===== src/fcsm_pkg.sv =====
// Purpose: shared constants for the flash command interface state machine
// Assumes: 16-bit host data bus, command code in the low byte
// Notes: state codes are one-hot
package fcsm_pkg;
  localparam logic [7:0] CMD_READ_ARRAY = 8'hFF;
  localparam logic [7:0] CMD_PROG_A = 8'h10;
  localparam logic [7:0] CMD_PROG_B = 8'h40;
  localparam logic [7:0] CMD_BUF_PROG = 8'hE8;
  localparam logic [7:0] CMD_ERASE = 8'h20;
  localparam logic [7:0] CMD_BUFFERED_FACTORY_PROGRAM_SETUP = 8'h80;
  localparam logic [7:0] CMD_BLANK_SETUP = 8'hBC;
  localparam logic [7:0] CMD_CONFIRM = 8'hD0;
  localparam logic [7:0] CMD_BLANK_CONFIRM = 8'hCB;
  localparam logic [7:0] CMD_SUSPEND = 8'hB0;
  localparam logic [7:0] CMD_READ_STATUS = 8'h70;
  localparam logic [7:0] CMD_CLEAR_STATUS = 8'h50;
  localparam logic [7:0] CMD_LOCK_SETUP = 8'h60;
  localparam int ERR_LSB = 3;
  localparam int ERR_W = 3;
  localparam int BANK_W = 4;
  localparam int BLOCK_W = 8;
  localparam logic [ERR_W-1:0] ERR_RESET = 3'h0;
  typedef enum logic [8:0]
  {
    FCSM_READ_ARRAY = 9'h001,
    FCSM_READY = 9'h002,
    FCSM_SETUP = 9'h004,
    FCSM_BLANK_SETUP = 9'h008,
    FCSM_BUFFERED_FACTORY_PROGRAM_SETUP = 9'h010,
    FCSM_BUFFERED_FACTORY_PROGRAM_BUSY = 9'h020,
    FCSM_ES_BP_LOAD1 = 9'h040,
    FCSM_ES_BP_LOAD2 = 9'h080,
    FCSM_ES_LOCK_SETUP = 9'h100
  } fcsm_state_e;
endpackage


===== src/fcsm_sync.sv =====
// Purpose: two-flip-flop synchroniser, one bit per lane
// Assumes: inputs are levels from outside the sys_clk domain
// Notes: first stage feeds only the second stage
`timescale 1ns/1ps
module fcsm_sync
#(
  parameter int WIDTH = 1
)
(
  input wire logic sys_clk,
  input wire logic rst_n,
  input wire logic [WIDTH-1:0] async_in,
  output logic [WIDTH-1:0] sync_out
);
  logic [WIDTH-1:0] stage1;
  always_ff @(posedge sys_clk or negedge rst_n)
  begin
    if (!rst_n)
    begin
      stage1 <= '0;
      sync_out <= '0;
    end
    else
    begin
      stage1 <= async_in;
      sync_out <= stage1;
    end
  end
endmodule


===== src/fcsm_core.sv =====
// Purpose: command interface state machine of a NOR flash device
// Assumes: host write cycles arrive as a one-cycle strobe on sys_clk
// Notes: one shared state stands for the bank last addressed
`timescale 1ns/1ps
module fcsm_core
  import fcsm_pkg::*;
#(
  parameter int NBANKS = 16
)
(
  input wire logic sys_clk,
  input wire logic rst_n,
  input wire logic host_we,
  input wire logic [15:0] host_data,
  input wire logic [BANK_W-1:0] host_bank,
  input wire logic [BLOCK_W-1:0] host_block,
  input wire logic pe_busy_pin,
  input wire logic pe_suspended_pin,
  input wire logic status_bit_zero,
  input wire logic [ERR_W-1:0] err_set,
  output logic [NBANKS-1:0] bank_read_array,
  output logic [NBANKS-1:0] bank_data_undefined,
  output logic [ERR_W-1:0] status_errors,
  output logic start_program,
  output logic start_buffer_program_op,
  output logic start_erase,
  output logic start_blank_check,
  output logic start_buffered_factory_program,
  output logic buffered_factory_program_data_strobe,
  output logic [15:0] buffered_factory_program_data,
  output logic buffer_program_op_fail,
  output logic sequence_error
);
  ////////////////////////////////////////////////////////////////////
  logic rst_meta;
  logic rst_sync_n;
  logic pe_busy;
  logic pe_suspended;

  always_ff @(posedge sys_clk or negedge rst_n)
  begin
    if (!rst_n)
    begin
      rst_meta <= 1'b0;
      rst_sync_n <= 1'b0;
    end
    else
    begin
      rst_meta <= 1'b1;
      rst_sync_n <= rst_meta;
    end
  end

  // controller status comes from another timing domain
  fcsm_sync #(.WIDTH(2)) u_sync
  (
    .sys_clk(sys_clk),
    .rst_n(rst_sync_n),
    .async_in({pe_busy_pin, pe_suspended_pin}),
    .sync_out({pe_busy, pe_suspended})
  );

  ////////////////////////////////////////////////////////////////////
  fcsm_state_e state;
  fcsm_state_e next_state;
  logic [NBANKS-1:0] bank_ra;
  logic [NBANKS-1:0] next_bank_ra;
  logic [ERR_W-1:0] errs;
  logic [ERR_W-1:0] next_errs;
  logic [BLOCK_W-1:0] first_block;
  logic [BLOCK_W-1:0] next_first_block;
  logic bp_mismatch;
  logic next_bp_mismatch;
  logic [7:0] pulses;
  logic [7:0] next_pulses;
  logic [15:0] next_buffered_factory_program_data;
  logic [7:0] cmd;

  assign cmd = host_data[7:0];

  always_comb
  begin
    next_state = state;
    next_bank_ra = bank_ra;
    next_first_block = first_block;
    next_bp_mismatch = bp_mismatch;
    next_pulses = 8'h00;
    next_buffered_factory_program_data = buffered_factory_program_data;
    // set wins over clear: new errors are OR-ed in after any clear
    next_errs = errs;
    if (host_we && state != FCSM_BUFFERED_FACTORY_PROGRAM_BUSY && cmd == CMD_CLEAR_STATUS &&
        !pe_busy && !pe_suspended)
    begin
      next_errs = ERR_RESET;
    end
    next_errs = next_errs | err_set;
    if (host_we)
    begin
      if (state != FCSM_BUFFERED_FACTORY_PROGRAM_BUSY)
      begin
        next_bank_ra[host_bank] = (cmd == CMD_READ_ARRAY);
      end
      case (state)
        FCSM_READ_ARRAY, FCSM_READY:
        begin
          next_state = FCSM_READY;
          if (cmd == CMD_READ_ARRAY)
          begin
            next_state = FCSM_READ_ARRAY;
          end
          else if (pe_suspended && cmd == CMD_BUF_PROG)
          begin
            next_first_block = host_block;
            next_bp_mismatch = 1'b0;
            next_state = FCSM_ES_BP_LOAD1;
          end
          else if (pe_suspended && cmd == CMD_LOCK_SETUP)
          begin
            next_state = FCSM_ES_LOCK_SETUP;
          end
          else if (pe_busy && (cmd == CMD_PROG_A || cmd == CMD_PROG_B ||
                   cmd == CMD_BUF_PROG || cmd == CMD_ERASE))
          begin
            next_state = state;
          end
          else if (cmd == CMD_PROG_A || cmd == CMD_PROG_B ||
                   cmd == CMD_ERASE || cmd == CMD_BUF_PROG)
          begin
            next_first_block = host_block;
            next_buffered_factory_program_data = host_data;
            next_state = FCSM_SETUP;
          end
          else if (cmd == CMD_BLANK_SETUP)
          begin
            next_state = FCSM_BLANK_SETUP;
          end
          else if (cmd == CMD_BUFFERED_FACTORY_PROGRAM_SETUP)
          begin
            if (!status_bit_zero)
            begin
              next_first_block = host_block;
              next_state = FCSM_BUFFERED_FACTORY_PROGRAM_SETUP;
            end
            else
            begin
              next_pulses[6] = 1'b1;
            end
          end
        end
        FCSM_SETUP:
        begin
          next_state = FCSM_READY;
          if (!pe_busy)
          begin
            next_pulses[0] = (buffered_factory_program_data[7:0] != CMD_ERASE) &&
                             (buffered_factory_program_data[7:0] != CMD_BUF_PROG);
            next_pulses[1] = (buffered_factory_program_data[7:0] == CMD_BUF_PROG);
            next_pulses[2] = (buffered_factory_program_data[7:0] == CMD_ERASE) &&
                             (cmd == CMD_CONFIRM);
            next_pulses[6] = (buffered_factory_program_data[7:0] == CMD_ERASE) &&
                             (cmd != CMD_CONFIRM);
          end
        end
        FCSM_BLANK_SETUP:
        begin
          next_state = FCSM_READY;
          next_pulses[3] = (cmd == CMD_BLANK_CONFIRM);
          next_pulses[6] = (cmd != CMD_BLANK_CONFIRM);
        end
        FCSM_BUFFERED_FACTORY_PROGRAM_SETUP:
        begin
          next_state = FCSM_READY;
          if (cmd == CMD_CONFIRM)
          begin
            next_state = FCSM_BUFFERED_FACTORY_PROGRAM_BUSY;
            next_pulses[4] = 1'b1;
          end
          else
          begin
            next_pulses[6] = 1'b1;
          end
        end
        FCSM_BUFFERED_FACTORY_PROGRAM_BUSY:
        begin
          // every code is data here; leave by writing another block
          if (host_block == first_block)
          begin
            next_buffered_factory_program_data = host_data;
            next_pulses[5] = 1'b1;
          end
          else
          begin
            next_state = FCSM_READY;
          end
        end
        FCSM_ES_BP_LOAD1:
        begin
          next_state = FCSM_ES_BP_LOAD2;
          if (host_block != first_block)
          begin
            next_bp_mismatch = 1'b1;
          end
        end
        FCSM_ES_BP_LOAD2:
        begin
          if (host_block != first_block)
          begin
            next_bp_mismatch = 1'b1;
          end
          if (cmd == CMD_CONFIRM)
          begin
            next_state = FCSM_READY;
            next_pulses[1] = !(bp_mismatch || host_block != first_block);
            next_pulses[7] = bp_mismatch || host_block != first_block;
          end
        end
        FCSM_ES_LOCK_SETUP:
        begin
          next_state = FCSM_READY;
          next_pulses[6] = (cmd != CMD_CONFIRM);
        end
        default:
        begin
          next_state = FCSM_READ_ARRAY;
        end
      endcase
    end
  end

  always_ff @(posedge sys_clk or negedge rst_sync_n)
  begin
    if (!rst_sync_n)
    begin
      state <= FCSM_READ_ARRAY;
      bank_ra <= '1;
      errs <= ERR_RESET;
      first_block <= '0;
      bp_mismatch <= 1'b0;
      pulses <= 8'h00;
      buffered_factory_program_data <= 16'h0000;
    end
    else
    begin
      state <= next_state;
      bank_ra <= next_bank_ra;
      errs <= next_errs;
      first_block <= next_first_block;
      bp_mismatch <= next_bp_mismatch;
      pulses <= next_pulses;
      buffered_factory_program_data <= next_buffered_factory_program_data;
    end
  end

  ////////////////////////////////////////////////////////////////////
  // a bank in read array while the controller runs reads garbage
  assign bank_read_array = bank_ra;
  assign bank_data_undefined = pe_busy ? bank_ra : '0;
  assign status_errors = errs;
  // failure has its own pulse so a plain program in suspend still starts
  assign start_program = pulses[0];
  assign buffer_program_op_fail = pulses[7];
  assign start_buffer_program_op = pulses[1];
  assign start_erase = pulses[2];
  assign start_blank_check = pulses[3];
  assign start_buffered_factory_program = pulses[4];
  assign buffered_factory_program_data_strobe = pulses[5];
  assign sequence_error = pulses[6];
endmodule


===== config.mk =====
export PLATFORM = sky130hd
export DESIGN_NAME = fcsm_core
export DESIGN_NICKNAME = d
export VERILOG_FILES = /design/src/fcsm_pkg.sv /design/src/fcsm_sync.sv /design/src/fcsm_core.sv
export SDC_FILE = /design/constraint.sdc
export NUM_CORES = 1
export LEC_CHECK = 0
export BUFFER_PORTS_ARGS = -buffer_cell sky130_fd_sc_hd__buf_2
export CAP_MARGIN = 20
export CORE_MARGIN = 8
export CORE_UTILIZATION = 40
export CTS_CLUSTER_SIZE = 20
export DETAILED_ROUTE_END_ITERATION = 10
export REMOVE_ABC_BUFFERS = 1
export SKIP_CTS_REPAIR_TIMING = 1
export SLEW_MARGIN = 20
export SYNTH_ARGS = -nofsm -noshare
export SYNTH_HDL_FRONTEND = slang
export SYNTH_SLANG_ARGS = --single-unit

===== constraint.sdc =====
create_clock -name sys_clk -period 2.4 [get_ports sys_clk]
set_input_delay 0.6 -clock sys_clk [delete_from_list [all_inputs] [get_ports sys_clk]]
set_output_delay 0.6 -clock sys_clk [all_outputs]
set_load 0.01 [all_outputs]

==> results of run 1 <==
[path summary, 6_finish.rpt]
path	startpoint	to	slack [ns]	depth (start not counted)
hold / removal	rst_n	rst_sync_n$_DFF_PN0_	0.03	1
max in group asynchronous	rst_sync_n$_DFF_PN0_	state[0]$_DFFE_PN1P_	1.40	1
setup / recovery	state[8]$_DFFE_PN0P_	state[1]$_DFFE_PN0P_	0.14	7
hold reg to reg	rst_sync_n$_DFF_PN0_	status_errors[2]$_DFF_PN0_	0.32	0
min in group sys_clk	u_sync.stage1[0]$_DFF_PN0_	u_sync.sync_out[0]$_DFF_PN0_	0.36	0
setup reg to reg	state[8]$_DFFE_PN0P_	state[1]$_DFFE_PN0P_	0.14	7
[layer usage]
metal / vias up / part of all wire (%) / track usage, %
met5: - / 0 / 0
met4: 0 / 1.2 / 4.790
met1: 1357 / 44 / 20.78
li1: 1376 / - / -
met2: 102 / 46 / 23.27
met3: 11 / 9.0 / 5.319
[registers in the layout (all words and copies together) (netlist names)]
register                       count
rst_sync_n                         1
state                              9
bp_mismatch                        1
rst_meta                           1
first_block                        8
bank_read_array                   16
u_sync.sync_out                    2
status_errors                      3
pulses                             8
buffered_factory_program_data     16
u_sync.stage1                      2
[power by group through the flow]
stage                     Sequential, mW  Combinational, mW  Clock (mW)
final                               1.47               1.08        1.01
after detailed placement            1.48               1.08           0
after global routing                1.49               1.17        1.10
after global placement              1.48               1.06           0
after floorplan                     1.54              0.604           0
after CTS                           1.47               1.08        1.03
[stage by stage]
step	total power [mW]	area, um2	worst slack [ns]	hold slack, ns	setup TNS [ns]
floorplan	2.144	3397	-0.07077	0.3044	-0.6304
global placement	2.539	4217	-0.1712	0.3323	-2.751
detailed placement	2.560	4217	-0.1408	0.3442	-2.242
finish	3.553	4451	0.1356	0.03243	0
CTS	3.579	4425	-0.007374	0.01964	-0.01455
global route	3.762	4451	0.009951	0.009517	0
[layout make-up]
class,instances,area share [%]
multi-input combinational,228,38.32
sequential,67,38.18
timing repair buffer,122,15.52
tap,108,3.036
clock buffer,11,2.952
clock inverter,5,1.743
inverter,3,0.2530
[logic make-up after synthesis]
family / after synthesis / synth area share, %
DFF: 67 / 48.95
buffers and inverters: 18 / 2.381
other: 1 / 0.1081
and+or+nand+nor: 130 / 21.93
muxes: 40 / 14.07
AOI/OAI and AO/OA: 45 / 9.524
xor gates and xnor gates: 12 / 3.030
[cells in the final DEF (no fill, tap or decap), types with 3 or more instances in the layout]
master	instances
and3_1	6
and2_1	18
a311oi_1	3
mux2_2	30
nand2b_1	6
or3_1	4
nor2_1	15
xor2_1	11
nor3_1	13
a21o_1	4
nand3_1	9
clkbuf_8	9
buf_2	95
dfstp_2	17
buf_4	26
nor2b_1	6
mux2_4	10
nand4_1	5
or4_1	3
inv_1	3
o41ai_1	6
dfrtp_1	49
a21oi_1	9
nor4_1	7
o21ai_0	13
nand2_1	20
==> results.cfg, run 1 <==
[timing]
period_needed_ns = 2.264
rsz0062_at_grt = false
worst_slew_pin_slew_ns = 0.7042
max_freq_ghz = 0.4416
period_share_pct = 94.35
slew_viol_final = 0
finalSetupViolCount = 0
clock_skew_ns = 0.007675
relSlewSlack_pct = 53.05
hold_viol = 0

[global_route]
grt_max_degree = 35
grt_pass1_wl_um = 14790
grt_pass1_vias = 2986
grt_usage_pct = 15.58
globalRoute.totalOverflow = 0
antenna_found_initial = 0

[synthesis]
syn_area_per_cell_um2 = 11.08
ys_warn_count = 0
async_reset_ff_share_pct = 100.0
synth_most_common_cell = dfrtp_1
syn-cell-area_mm2 = 0.003468
syn-instance-count = 313
synth_top_area_cell = dfrtp_1
synthFlopType = dfrtp_1
ys_seq_area_share_pct = 48.95
synth.area.top_cells = dfrtp_1 (36%), dfstp_2 (13%), mux2_2 (9.7%)
synth-edff-count = 0
synth.distinct_cells = 52
synth_seq_cells = 67
synth_top_area_share_pct = 36.08
synth_common_cells = dfrtp_1 (50), mux2_2 (30), nand2_1 (20), and2_1 (18), dfstp_2 (17)

[critical_path]
end_kind = flop
arrival_ns = 2.49
path_delay_family = simple AND/OR/NAND/NOR gates
crit_path_cell_trace = nor4_4, nand3_1, buf_4, nor2_1, nand3_1, o21ai_4, mux2_2
start_kind = flop
critPathMaxStageDelay_ns = 0.44
path_buf_inv = 1
crit_top_cell = nand3_1
cp_slowest_cell = dfrtp_1
worstPathRequired_ns = 2.63
critPathKind = flop to flop
cp_max_fo = 8

[cts]
path_clk_slew_ns = 0.07
cts_buffer_depth = 2
clock_latency_ns = 0.34
cts_tree = built
cts_root_buf = clkbuf_8
numCtsBuffers = 9
cts_sinks = 67
h-tree-depth = 3

[cells_and_area]
diodes = 0
multi_input_area_mm2 = 0.001705
drive_gt1_share_pct = 47.25
final_core_util_pct = 52.05
ff_latch_area_mm2 = 0.001699
final_cell_count_no_fill = 544
nets = 468
syn_to_final_growth_pct = 28.32
fillers = 782

[floorplan]
die_area_mm2 = 0.01191
ios = 96
start_util_pct = 40.56
die_x_um = 109.1
core_mm2 = 0.008551
std_cell_rows = 34
dieHeight_um = 109.1

[drt]
drtIter0Drc = 172
routed_wl_um = 8846
avgRoutedWirePerCell_um = 16.26
num_vias = 2846
vias_per_cell = 5.232
dr.pass1.iters = 4
drtAntennaViolNets = 0
drc = 0

[place]
hpwl_um = 6825
dp_cells = 527
portBuffers = 95
place_congestion = 0.8511

[hold_path]
min_path_type = input pin to asynchronous set/reset pin

[power_and_ir_drop]
comb_power_share_pct = 30.4
ir_drop_v = 0.0005785
swShare_pct = 30.55
p_per_area_mw_per_mm2 = 798.3
clkPwrFrac_pct = 28.4
p_leak_nw = 2.133
p_switching_mw = 1.085
p_int_mw = 2.468
p_seq_share_pct = 41.3

[flow_run]
cap_viol_max_count = 0

[outcome]
status = complete, no violations
No activity file was read; power rests on OpenSTA's default activity.
==> run 2: changes to the inputs <==
Settings changed: SETUP_SLACK_MARGIN set to 0.5.
==> run 2 against run 1 <==
Sequential share of layout area decreased by 2.7 points. Clock-buffer cell count unchanged. Register-to-register slack about the same. Die area unchanged. First-iteration DRC count increased by 30%. Largest cell class unchanged.
==> results.cfg, run 2 (synthesized netlist as in run 1, its figures left out) <==
[drt]
routed_wl_um = 9465
drtAntennaViolNets = 0
drtIter0Drc = 224
num_vias = 2944
avgRoutedWirePerCell_um = 16.90
dr.pass1.iters = 4
vias_per_cell = 5.257
drc = 0

[timing]
rsz0062_at_grt = true
fin_setup_tns_ns = 0
period_needed_ns = 2.253
slew_viol_final = 0
worst_slew_pin_slew_ns = 0.7249
clock_skew_ns = 0.007835
finalSetupViolCount = 0
hold_viol = 0
max_freq_ghz = 0.4439
period_share_pct = 93.88
relSlewSlack_pct = 51.67

[cells_and_area]
mostFrequentLayoutCells = buf_2 (95), dfrtp_1 (47), buf_4 (37)
diodes = 0
final_core_util_pct = 56.04
nets = 484
design_area_mm2 = 0.004792
layout_commonest_cell = buf_2
syn_to_final_growth_pct = 38.17
drive_gt1_share_pct = 55.09

[critical_path]
critPathMaxStageDelay_ns = 0.54
start_kind = flop
crit_top_cell = a311oi_1
cp_max_fo = 4
worstPathRequired_ns = 2.62
crit_path_cell_trace = buf_4, or4b_4, nor4_4, nand3_2, a21oi_2, a311oi_1, a311oi_1
cp_slowest_cell = or4b_4
critPathKind = flop to flop
arrival_ns = 2.48
end_kind = flop

[cts]
cts_sinks = 67
cts_buffer_depth = 2
path_clk_slew_ns = 0.07
h-tree-depth = 3
cts_tree = built
numCtsBuffers = 9
cts_root_buf = clkbuf_8
clock_latency_ns = 0.34

[global_route]
grt_usage_pct = 15.58
grt_pass1_vias = 2986
globalRoute.totalOverflow = 0
grtUsageMet2_pct = 23.27
grt_pass1_wl_um = 14790
antenna_found_initial = 0
top_usage_layer = met2
grt_max_degree = 35
use_met3_pct = 5.319
grt_use_met1_pct = 20.78

[power_and_ir_drop]
p_int_mw = 2.573
ir_drop_v = 0.0005790
p_leak_nw = 2.295
clkPwrFrac_pct = 27.2
p_per_area_mw_per_mm2 = 776.0
swShare_pct = 30.81
comb_power_share_pct = 33.3
p_seq_share_pct = 39.5
p_switching_mw = 1.146

[hold_path]
min_path_type = input pin to asynchronous set/reset pin

[floorplan]
start_util_pct = 40.56
std_cell_rows = 34
dieHeight_um = 109.1
die_area_mm2 = 0.01191
core_mm2 = 0.008551
die_x_um = 109.1
ios = 96

[place]
hpwl_um = 6825
place_congestion = 0.8511
portBuffers = 95
dpl_cell_area_mm2 = 0.004217

[outcome]
status = complete, no violations

[flow_run]
cap_viol_max_count = 0
-- run 2: power by group through the flow --
stage          sequential (mW)  clock [mW]  combinational, mW
6_report                  1.47        1.01               1.24
5_1_grt                   1.50        1.10               1.33
4_1_cts                   1.47        1.03               1.08
3_5_place_dp              1.48           0               1.08
3_3_place_gp              1.48           0               1.06
2_1_floorplan             1.54           0              0.604
-- run 2: cell type report --
type / instances / area [um2]
clock buffers: 11 / 131.4
clock inverters: 5 / 77.57
fillers: 755 / 3759
inverters: 3 / 11.26
multi-input cells: 228 / 1897
flip-flops and latches: 67 / 1702
well taps: 108 / 135.1
repair buffers: 138 / 838.3
-- run 2: final timing paths --
path	from	end	slack, ns	cells after the start
setup / recovery	state[8]$_DFFE_PN0P_	pulses[6]$_DFF_PN0_	0.15	7
hold / removal	rst_n	rst_sync_n$_DFF_PN0_	0.03	1
setup reg to reg	state[8]$_DFFE_PN0P_	pulses[6]$_DFF_PN0_	0.15	7
hold reg to reg	rst_sync_n$_DFF_PN0_	status_errors[2]$_DFF_PN0_	0.33	0
max in group asynchronous	rst_sync_n$_DFF_PN0_	state[0]$_DFFE_PN1P_	1.38	1
min in group sys_clk	u_sync.stage1[0]$_DFF_PN0_	u_sync.sync_out[0]$_DFF_PN0_	0.36	0
-- run 2: per-stage QoR --
stage                     setup slack (ns)  hold slack [ns]  cells  power (mW)
final                               0.1470          0.02984    560       3.719
after global placement             -0.1712           0.3323    527       2.539
after floorplan                   -0.07077           0.3044    298       2.144
after CTS                        -0.007374          0.01964    543       3.579
after detailed placement           -0.1408           0.3442    527       2.560
after global routing               0.05771         0.009517    560       3.922
-- run 2: worst max-delay path, delay by kind of cell (launching register included) --
| family | cells | cell delay (ns) |
|---|---|---|
| DFF | 1 | 0.45 |
| buffers and inverters | 1 | 0.15 |
| AOI/OAI and AO/OA | 3 | 0.52 |
| and+or+nand+nor | 3 | 1.02 |
-- run 2: routing by layer --
metal / up-vias / wire length (um) / part of all wire, %
li1: 1403 / - / -
met1: 1413 / 4057 / 43
met2: 114 / 4414 / 47
met3: 14 / 847 / 8.9
met4: 0 / 146 / 1.5
met5: - / 0 / 0
